[config.mk]
export PLATFORM = sky130hd
export DESIGN_NAME = scss_top
export DESIGN_NICKNAME = d
export VERILOG_FILES = /design/src/scss_pkg.sv /design/src/scss_top.sv
export SDC_FILE = /design/constraint.sdc
export NUM_CORES = 1
export LEC_CHECK = 0
export BUFFER_PORTS_ARGS = -buffer_cell sky130_fd_sc_hd__buf_2
export CORE_UTILIZATION = 35
export DETAILED_ROUTE_END_ITERATION = 10
export HOLD_SLACK_MARGIN = 0.06
export PLACE_DENSITY = 0.61
export SYNTH_ARGS = -nofsm -noshare
export SYNTH_HDL_FRONTEND = slang
export SYNTH_SLANG_ARGS = --single-unit
export TNS_END_PERCENT = 1
[constraint.sdc]
create_clock -name aclk -period 6.1 [get_ports aclk]
set_clock_uncertainty 0.1 [all_clocks]
set_input_delay 1.22 -clock aclk [delete_from_list [all_inputs] [get_ports aclk]]
set_output_delay 1.22 -clock aclk [all_outputs]
set_load 0.01 [all_outputs]
[src/scss_pkg.sv]
// package for the system clock select switch: register map, fields, timing
// assumes a single 200 MHz register clock and AXI4-Lite software access
package scss_pkg;

  // ----------------------------------------
  // register map (byte addresses)
  // ----------------------------------------
  localparam logic [3:0] CTRL_OFS   = 4'h0;
  localparam logic [3:0] STAT_OFS   = 4'h4;
  localparam logic [3:0] SETUP_OFS  = 4'h8;

  // ----------------------------------------
  // field positions
  // ----------------------------------------
  localparam int FREQ_LSB   = 3;
  localparam int FREQ_MSB   = 6;
  localparam int SRC_LSB    = 0;
  localparam int SRC_MSB    = 1;
  localparam int HRDY_BIT   = 4;
  localparam int LRDY_BIT   = 1;
  localparam int HSTB_BIT   = 0;
  localparam int DEFSRC_LSB = 0;
  localparam int DEFSRC_MSB = 1;
  localparam int CLKOE_BIT  = 11;
  localparam int SETUP_W    = 14;

  // ----------------------------------------
  // reset values
  // ----------------------------------------
  localparam logic [3:0]  FREQ_RST  = 4'h7;
  localparam logic [1:0]  SRC_RST   = 2'h0;
  localparam logic [13:0] SETUP_RST = 14'h0000;

  // ----------------------------------------
  // encodings
  // ----------------------------------------
  localparam logic [1:0] DEF_INT = 2'h0;
  localparam logic [1:0] DEF_ECL = 2'h1;
  localparam logic [1:0] DEF_ECM = 2'h2;
  localparam logic [1:0] DEF_ECH = 2'h3;
  localparam logic [1:0] RESP_OKAY   = 2'h0;
  localparam logic [1:0] RESP_SLVERR = 2'h2;

  // ----------------------------------------
  // timing
  // ----------------------------------------
  localparam int CLK_MHZ      = 200;
  localparam int HF_START_NS  = 2000;
  localparam int HF_START_CYC = (HF_START_NS * CLK_MHZ + 999) / 1000;
  localparam int WAKE_CYC     = 2;
  localparam int SETTLE_CYC   = 8;

  // system clock source seen by the core
  typedef enum logic [2:0] {
    SCSS_SRC_EXT_LO, SCSS_SRC_EXT_MID, SCSS_SRC_EXT_HI,
    SCSS_SRC_HF, SCSS_SRC_LF
  } scss_src_e;

  typedef enum logic [1:0] {
    SCSS_IDLE, SCSS_START, SCSS_EDGE
  } scss_st_e;

endpackage

[src/scss_top.sv]
// system clock select switch: control, status, setup word, switch sequencer
// assumes oscillators are modelled as ready levels and the old clock's
// falling edge is signalled as a pulse synchronous to aclk
//
// Contract
// - a stopped target oscillator is started and its delay run before takeover, except the first start after reset or a wake.
// - once new clock is ready, wait for old clock falling edge, then hand over.
// - changes within the same oscillator skip any start-up delay.
// - status always shows both oscillators' running state, even mid-switch.
// - source field 00 uses setup word source, 1x internal, 01 reserved.
// - every reset clears the source field.
// - settle waits: 2 cycles after wake, 2 us to high, 1 each to low.
// - frequency field bits 6..3, codes 1111..1011 give 16 down to 1 MHz.
// - codes 1010..1000 give 500, 250, 125 kHz from high oscillator.
// - 0111..0100 give 500..62.5 kHz, 001x 31.25 kHz, 000x low oscillator.
// - after reset the frequency field holds 0111.
// - status bit 4 reads 1 while the high oscillator is ready.
// - unimplemented bits of both registers read as zero.
// - setup source 11 high, 10 medium, 01 low power external, 00 internal.
// - stable flag only once high oscillator is within half a percent.
module scss_top #(
  parameter int HF_START = scss_pkg::HF_START_CYC, // start-up cycles
  parameter int SETTLE   = scss_pkg::SETTLE_CYC    // stable lag after ready
) (
  input  wire logic        aclk,          // 200 MHz clock
  input  wire logic        aresetn,       // sync reset, active low
  input  wire logic        wake,          // pulse: exit from sleep
  input  wire logic        old_clk_fall,  // pulse: falling edge of old clock
  input  wire logic        lf_clk_edge,   // pulse: edge of low oscillator
  input  wire logic [3:0]  s_axi_awaddr,  // write address
  input  wire logic        s_axi_awvalid, // write address valid
  output logic             s_axi_awready, // write address ready
  input  wire logic [31:0] s_axi_wdata,   // write data
  input  wire logic [3:0]  s_axi_wstrb,   // write strobes
  input  wire logic        s_axi_wvalid,  // write data valid
  output logic             s_axi_wready,  // write data ready
  output logic [1:0]       s_axi_bresp,   // write response
  output logic             s_axi_bvalid,  // write response valid
  input  wire logic        s_axi_bready,  // write response ready
  input  wire logic [3:0]  s_axi_araddr,  // read address
  input  wire logic        s_axi_arvalid, // read address valid
  output logic             s_axi_arready, // read address ready
  output logic [31:0]      s_axi_rdata,   // read data
  output logic [1:0]       s_axi_rresp,   // read response
  output logic             s_axi_rvalid,  // read data valid
  input  wire logic        s_axi_rready,  // read data ready
  output logic [2:0]       sys_src,       // active source, scss_src_e code
  output logic [3:0]       sys_freq,      // active frequency code
  output logic             switching,     // handover pending
  output logic             hf_run,        // high oscillator ready
  output logic             lf_run,        // low oscillator ready
  output logic             clkout_en      // clock output pin enable
);

  // ----------------------------------------
  // state
  // ----------------------------------------
  typedef struct packed {
    logic                aw_got;
    logic [3:0]          awaddr;
    logic                w_got;
    logic [31:0]         wdata;
    logic [3:0]          wstrb;
    logic                bvalid;
    logic [1:0]          bresp;
    logic                rvalid;
    logic [31:0]         rdata;
    logic [1:0]          rresp;
    logic [3:0]          freq;
    logic [1:0]          src;
    logic [13:0]         setup;
    scss_pkg::scss_st_e  st;
    logic [15:0]         cnt;
    logic                lf_seen;
    logic                hf_rdy;
    logic                lf_rdy;
    logic [15:0]         hf_age;
    logic [2:0]          cur_src;
    logic [3:0]          cur_freq;
    logic [2:0]          tgt_src;
    logic [3:0]          tgt_freq;
    logic                woke;
  } scss_state_s;

  scss_state_s s_q;
  scss_state_s s_d;

  // ----------------------------------------
  // decode of requested source
  // ----------------------------------------
  function automatic logic [2:0] want_src(input logic [1:0] src,
                                          input logic [3:0] freq,
                                          input logic [1:0] def);
    logic int_sel;
    int_sel = src[1] || (src == scss_pkg::SRC_RST &&
                         def == scss_pkg::DEF_INT);
    if (int_sel) begin
      if (freq[3:1] == 3'h0) begin
        want_src = 3'(scss_pkg::SCSS_SRC_LF);
      end else begin
        want_src = 3'(scss_pkg::SCSS_SRC_HF);
      end
    end else begin
      unique case (def)
        scss_pkg::DEF_ECH: want_src = 3'(scss_pkg::SCSS_SRC_EXT_HI);
        scss_pkg::DEF_ECM: want_src = 3'(scss_pkg::SCSS_SRC_EXT_MID);
        default:           want_src = 3'(scss_pkg::SCSS_SRC_EXT_LO);
      endcase
    end
  endfunction

  logic [2:0] req_src;
  logic       hf_need;
  logic       lf_need;

  always_comb begin
    logic [3:0] wa;
    logic [31:0] nw;
    logic [1:0] def;
    logic       wr_go;
    wa    = 4'h0;
    nw    = 32'h0;
    wr_go = 1'b0;
    s_d   = s_q;
    def   = s_q.setup[scss_pkg::DEFSRC_MSB:scss_pkg::DEFSRC_LSB];
    req_src = want_src(s_q.src, s_q.freq, def);
    // a pending target keeps running, else its start could never end
    hf_need = (req_src == 3'(scss_pkg::SCSS_SRC_HF)) ||
              (s_q.cur_src == 3'(scss_pkg::SCSS_SRC_HF)) ||
              (s_q.st != scss_pkg::SCSS_IDLE &&
               s_q.tgt_src == 3'(scss_pkg::SCSS_SRC_HF));
    lf_need = (req_src == 3'(scss_pkg::SCSS_SRC_LF)) ||
              (s_q.cur_src == 3'(scss_pkg::SCSS_SRC_LF)) ||
              (s_q.st != scss_pkg::SCSS_IDLE &&
               s_q.tgt_src == 3'(scss_pkg::SCSS_SRC_LF));

    // ----------------------------------------
    // AXI4-Lite write: address and data in either order
    // ----------------------------------------
    if (s_axi_awvalid && !s_q.aw_got) begin
      s_d.aw_got = 1'b1;
      s_d.awaddr = s_axi_awaddr;
    end
    if (s_axi_wvalid && !s_q.w_got) begin
      s_d.w_got = 1'b1;
      s_d.wdata = s_axi_wdata;
      s_d.wstrb = s_axi_wstrb;
    end
    wr_go = s_q.aw_got && s_q.w_got && !s_q.bvalid;
    if (wr_go) begin
      wa = {s_q.awaddr[3:2], 2'h0};
      nw = s_q.wdata;
      s_d.aw_got = 1'b0;
      s_d.w_got  = 1'b0;
      s_d.bvalid = 1'b1;
      s_d.bresp  = scss_pkg::RESP_OKAY;
      if (wa == scss_pkg::CTRL_OFS) begin
        if (s_q.wstrb[0]) begin
          s_d.freq = nw[scss_pkg::FREQ_MSB:scss_pkg::FREQ_LSB];
          s_d.src  = nw[scss_pkg::SRC_MSB:scss_pkg::SRC_LSB];
        end
      end else if (wa == scss_pkg::SETUP_OFS) begin
        if (s_q.wstrb[0]) s_d.setup[7:0] = nw[7:0];
        if (s_q.wstrb[1]) s_d.setup[13:8] = nw[13:8];
      end else if (wa != scss_pkg::STAT_OFS) begin // status dropped
        s_d.bresp = scss_pkg::RESP_SLVERR;
      end
    end
    if (s_q.bvalid && s_axi_bready) begin
      s_d.bvalid = 1'b0;
    end

    // ----------------------------------------
    // AXI4-Lite read
    // ----------------------------------------
    if (s_axi_arvalid && !s_q.rvalid) begin
      s_d.rvalid = 1'b1;
      s_d.rresp  = scss_pkg::RESP_OKAY;
      s_d.rdata  = 32'h0;
      unique case ({s_axi_araddr[3:2], 2'h0})
        scss_pkg::CTRL_OFS: begin
          s_d.rdata[scss_pkg::FREQ_MSB:scss_pkg::FREQ_LSB] = s_q.freq;
          s_d.rdata[scss_pkg::SRC_MSB:scss_pkg::SRC_LSB]   = s_q.src;
        end
        scss_pkg::STAT_OFS: begin
          s_d.rdata[scss_pkg::HRDY_BIT] = s_q.hf_rdy;
          s_d.rdata[scss_pkg::LRDY_BIT] = s_q.lf_rdy;
          s_d.rdata[scss_pkg::HSTB_BIT] =
            s_q.hf_rdy && (s_q.hf_age >= 16'(SETTLE));
        end
        scss_pkg::SETUP_OFS: s_d.rdata[13:0] = s_q.setup;
        default: s_d.rresp = scss_pkg::RESP_SLVERR;
      endcase
    end else if (s_q.rvalid && s_axi_rready) begin
      s_d.rvalid = 1'b0;
    end

    // ----------------------------------------
    // oscillator model: ready after start-up, stops when unused
    // ----------------------------------------
    if (!hf_need) begin
      s_d.hf_rdy = 1'b0;
      s_d.hf_age = 16'h0;
    end else if (!s_q.hf_rdy) begin
      s_d.hf_age = s_q.hf_age + 16'h1;
      if (s_q.hf_age + 16'h1 >= 16'(HF_START)) begin
        s_d.hf_rdy = 1'b1;
        s_d.hf_age = 16'h0;
      end
    end else if (s_q.hf_age < 16'(SETTLE)) begin
      s_d.hf_age = s_q.hf_age + 16'h1;
    end
    if (!lf_need) begin
      s_d.lf_rdy = 1'b0;
    end else if (lf_clk_edge) begin
      s_d.lf_rdy = 1'b1;
    end
    // ----------------------------------------
    // switch sequencer
    // ----------------------------------------
    unique case (s_q.st)
      scss_pkg::SCSS_IDLE: begin
        if (req_src != s_q.cur_src || s_q.freq != s_q.cur_freq) begin
          s_d.tgt_src  = req_src;
          s_d.tgt_freq = s_q.freq;
          s_d.cnt      = 16'h0;
          s_d.lf_seen  = 1'b0;
          if (req_src == s_q.cur_src) begin
            s_d.st = scss_pkg::SCSS_EDGE;
          end else begin
            s_d.st = scss_pkg::SCSS_START;
          end
        end
      end
      scss_pkg::SCSS_START: begin
        if (lf_clk_edge) s_d.lf_seen = 1'b1;
        if (s_q.woke) begin
          s_d.cnt = s_q.cnt + 16'h1;
          if (s_q.cnt + 16'h1 >= 16'(scss_pkg::WAKE_CYC)) begin
            s_d.st   = scss_pkg::SCSS_EDGE;
            s_d.woke = 1'b0;
          end
        end else if (s_q.tgt_src == 3'(scss_pkg::SCSS_SRC_HF)) begin
          if (s_q.hf_rdy) s_d.st = scss_pkg::SCSS_EDGE;
        end else if (s_q.tgt_src == 3'(scss_pkg::SCSS_SRC_LF)) begin
          if (s_q.lf_rdy && s_q.lf_seen && old_clk_fall) begin
            s_d.st = scss_pkg::SCSS_EDGE;
          end
        end else begin
          s_d.st = scss_pkg::SCSS_EDGE;
        end
      end
      scss_pkg::SCSS_EDGE: begin
        if (old_clk_fall) begin
          s_d.cur_src  = s_q.tgt_src;
          s_d.cur_freq = s_q.tgt_freq;
          s_d.st       = scss_pkg::SCSS_IDLE;
        end
      end
    endcase
    // after the sequencer so a wake in the clearing cycle still wins
    if (wake) s_d.woke = 1'b1;
  end

  always_ff @(posedge aclk) begin
    if (!aresetn) begin
      s_q          <= '0;
      s_q.freq     <= scss_pkg::FREQ_RST;
      s_q.src      <= scss_pkg::SRC_RST;
      s_q.setup    <= scss_pkg::SETUP_RST;
      s_q.st       <= scss_pkg::SCSS_IDLE;
      s_q.cur_src  <= 3'(scss_pkg::SCSS_SRC_EXT_LO);
      s_q.cur_freq <= scss_pkg::FREQ_RST;
      s_q.woke     <= 1'b1;
    end else begin
      s_q <= s_d;
    end
  end

  // ----------------------------------------
  // outputs, all straight from state
  // ----------------------------------------
  assign s_axi_awready = !s_q.aw_got;
  assign s_axi_wready  = !s_q.w_got;
  assign s_axi_bvalid  = s_q.bvalid;
  assign s_axi_bresp   = s_q.bresp;
  assign s_axi_arready = !s_q.rvalid;
  assign s_axi_rvalid  = s_q.rvalid;
  assign s_axi_rdata   = s_q.rdata;
  assign s_axi_rresp   = s_q.rresp;
  assign sys_src       = s_q.cur_src;
  assign sys_freq      = s_q.cur_freq;
  assign switching     = s_q.st != scss_pkg::SCSS_IDLE;
  assign hf_run        = s_q.hf_rdy;
  assign lf_run        = s_q.lf_rdy;
  assign clkout_en     = s_q.setup[scss_pkg::CLKOE_BIT];

endmodule

==> metrics.yaml <==
yosysWarningCount: 0
hold_buffers: 0
crit_path_start: "s_q[51]"
dp_cells: 896
routabilityCongestion: 0.8181
reg2regPathDepth: 6
ys_top_cells_by_area: "dfxtp_1, nand2_1, buf_4"
critPathKind: "reg2reg"
cpPeakStageDelay_ps: 770
path_delay_family: "compound AO/OA/AOI/OAI gates"
clk_pin_slew_ps: 80
rows: 45
diodes: 0
max_freq_ghz: 0.3469
period_needed_ps: 2883
combPwrFrac_pct: 16.7
maxCapViolations: 0
synth-main-ff-cell: "dfxtp_1"
core_area_sq_um: 15310
critPathRequiredTime_ps: 6250
synth_edf_count: 0
synthArstFlopShare_pct: 0
areaGrowthSynthToFinish_pct: 8.769
sw_frac_of_total_pct: 31.68
dr.pass1.iters: 5
grt_use_met2_pct: 24.46
overflow: 0
leakage_nw: 2.384
drtAntennaViolNets: 0
ctsResizeCount: 0
synthTopCellsByCount: "dfxtp_1, nand2_1, nor2_1"
clock_latency_ps: 360
die-area_sq_um: 16370
grt_use_total_pct: 15.64
die_w_microns: 127.9
nets: 757
cts-root-buf: "clkbuf_16"
period_share_pct: 47.25
synth_top_area_cell: "dfxtp_1"
drc: 0
cp_slowest_cell: "ha_1"
start_util_pct: 36.24
crit_cells: 6
synthesis.area_sq_um: 5550
yosysUniqueCellTypes: 61
cp_cell_sequence: "inv_1, ha_1, o21ai_1, nor2_2, a21boi_0, o21a_1"
intPower_mw: 1.143
tightest_slew_ps: 999.1
grt_max_degree: 66
drt-wirelength-per-cell_microns: 13.19
power.switching_mw: 0.5302
ir_drop_mv: 0.1442
status: "complete, no violations"
grt_pass1_wl_microns: 20510
first_iter_violations: 230
synthCells: 684
cts_buffer_depth: 2
grt_antenna_before_repair: 0
yosysTopAreaCellShare_pct: 39.68
cts_max_level: 3
vias: 4516
die_h_microns: 127.9
final_cells: 912
ys_seq_area_share_pct: 39.68
path_buf_inv: 1
hpwlAfterDp_microns: 8467
clockPowerShare_pct: 36.3
timing.rr.start: "s_q[51]"
cts_tree: "yes"
tns_ps: 0
cp-start-kind: "flop"
cp_max_fo: 27
grt_util_met1_pct: 20.76
cts_made_buffers: 9
p_seq_share_pct: 47.0
via_per_inst: 4.952
cts_setup_buffers: 0
hold_class: "reg2reg"
fillers: 1640
drive_above_1_share_pct: 14.12
rsz0062_at_grt: "no"
drt-total-wl_microns: 12030
setup_viol_count_final: 0
portBuffers: 61
grt.busiest_layer: "met2"
syn_avg_cell_area_sq_um: 8.115
io_pins: 106
crit_arrival_ps: 3030
yosysMostFrequentCell: "dfxtp_1"
finalHoldViolCount: 0
relSlewSlack_pct: 33.39
synth_seq_cells: 110
drv_slew: 0
cellPowerDensity_nw_per_um2: 277.2
worstHoldStart: "s_q[4]"
met3_usage_pct: 5.301
holdPathStages: 2
cp-end-kind: "flop"
cts_sinks: 110
grt_pass1_vias: 4147
==> routing by layer <==
layer / routed length [microns] / up-vias
met4: 53 / 0
li1: - / 2320
met3: 636 / 2
met1: 5967 / 2111
met5: 0 / -
met2: 5370 / 83
==> worst reg2reg max path, delay by kind of cell, from the launching register on <==
| family | cells | cell delay [ps] |
|---|---|---|
| buffers and inverters | 1 | 80 |
| flip-flops | 1 | 330 |
| adder cells (fa/ha/maj) | 1 | 770 |
| AND/OR/NAND/NOR | 1 | 650 |
| AO/OA/AOI/OAI | 3 | 860 |
==> metrics by stage <==
| step | total power, mW | worst slack, ps | hold WS [ps] | utilization (%) | instance area [sq um] |
|---|---|---|---|---|---|
| CTS | 1.694 | 3192 | 353.3 | 39.42 | 6037 |
| global placement | 1.078 | 3163 | 338.5 | 37.41 | 5729 |
| detailed placement | 1.082 | 3170 | 340.9 | 37.41 | 5729 |
| floorplan | 1.016 | 3617 | 331.9 | - | 5622 |
| global route | 1.766 | 2952 | 383.4 | 39.42 | 6037 |
| finish | 1.673 | 3217 | 353.0 | 39.42 | 6037 |
==> power by group through the flow <==
stage | clock, mW | sequential (mW) | combinational (mW)
finish | 0.608 | 0.786 | 0.279
global route | 0.655 | 0.793 | 0.317
CTS | 0.626 | 0.786 | 0.281
detailed placement | 0 | 0.803 | 0.279
global placement | 0 | 0.802 | 0.276
floorplan | 0 | 0.794 | 0.222
==> logic make-up after synthesis <==
| family | Yosys count | share of synthesized area, % |
|---|---|---|
| AOI/OAI and AO/OA | 122 | 14.18 |
| adders and majority gates | 7 | 1.578 |
| muxes | 34 | 6.222 |
| DFF | 110 | 39.68 |
| other | 1 | 0.06756 |
| buffers and inverters | 99 | 9.806 |
| and+or+nand+nor | 292 | 25.47 |
| xor gates and xnor gates | 19 | 2.998 |
==> cell type report <==
cell class	instances	area [sq um]	share of cell area (%)
Inverter	18	67.56	1.119
Clock buffer	9	225.2	3.731
Clock inverter	7	82.58	1.368
Timing Repair Buffer	63	320.3	5.306
Multi-Input combinational cell	494	2875	47.63
Sequential cell	110	2202	36.48
Tap cell	211	264.0	4.373
==> placed cells by master (no fill, tap or decap), types with 5 or more instances in the layout <==
master     Yosys  final
nand2_1       94     94
nor2b_1        7      7
a31oi_1        8      8
nor2_1        79     79
xor2_1         9      9
nand3_1       24     24
a21oi_1       44     44
nand4_1       12     12
buf_2          9     61
dfxtp_1      110    110
and2_1         9      9
a211oi_1       5      5
a22oi_1       11     11
nor3_1        17     17
nand3b_1       7      7
nor4_1         9      9
inv_1         17     17
mux2i_1       30     30
or3_1          5      5
xnor2_1       10     10
o21ai_0       24     24
conb_1         1     20
clkbuf_16      0      9
ha_1           7      7
==> path summary, 6_finish.rpt <==
check,end,slack (ps)
max reg2reg,s_q[47],3220
max,s_q[47],3220
min reg2reg,sys_freq[3],350
min,sys_freq[3],350
==> state kept, by name (all words and copies together), names as in the netlist, 3 cells and up <==
signal and cells:
s_axi_rdata 14, s_q 82, sys_src 3, sys_freq 4
No activity file was read; power rests on OpenSTA's default activity.
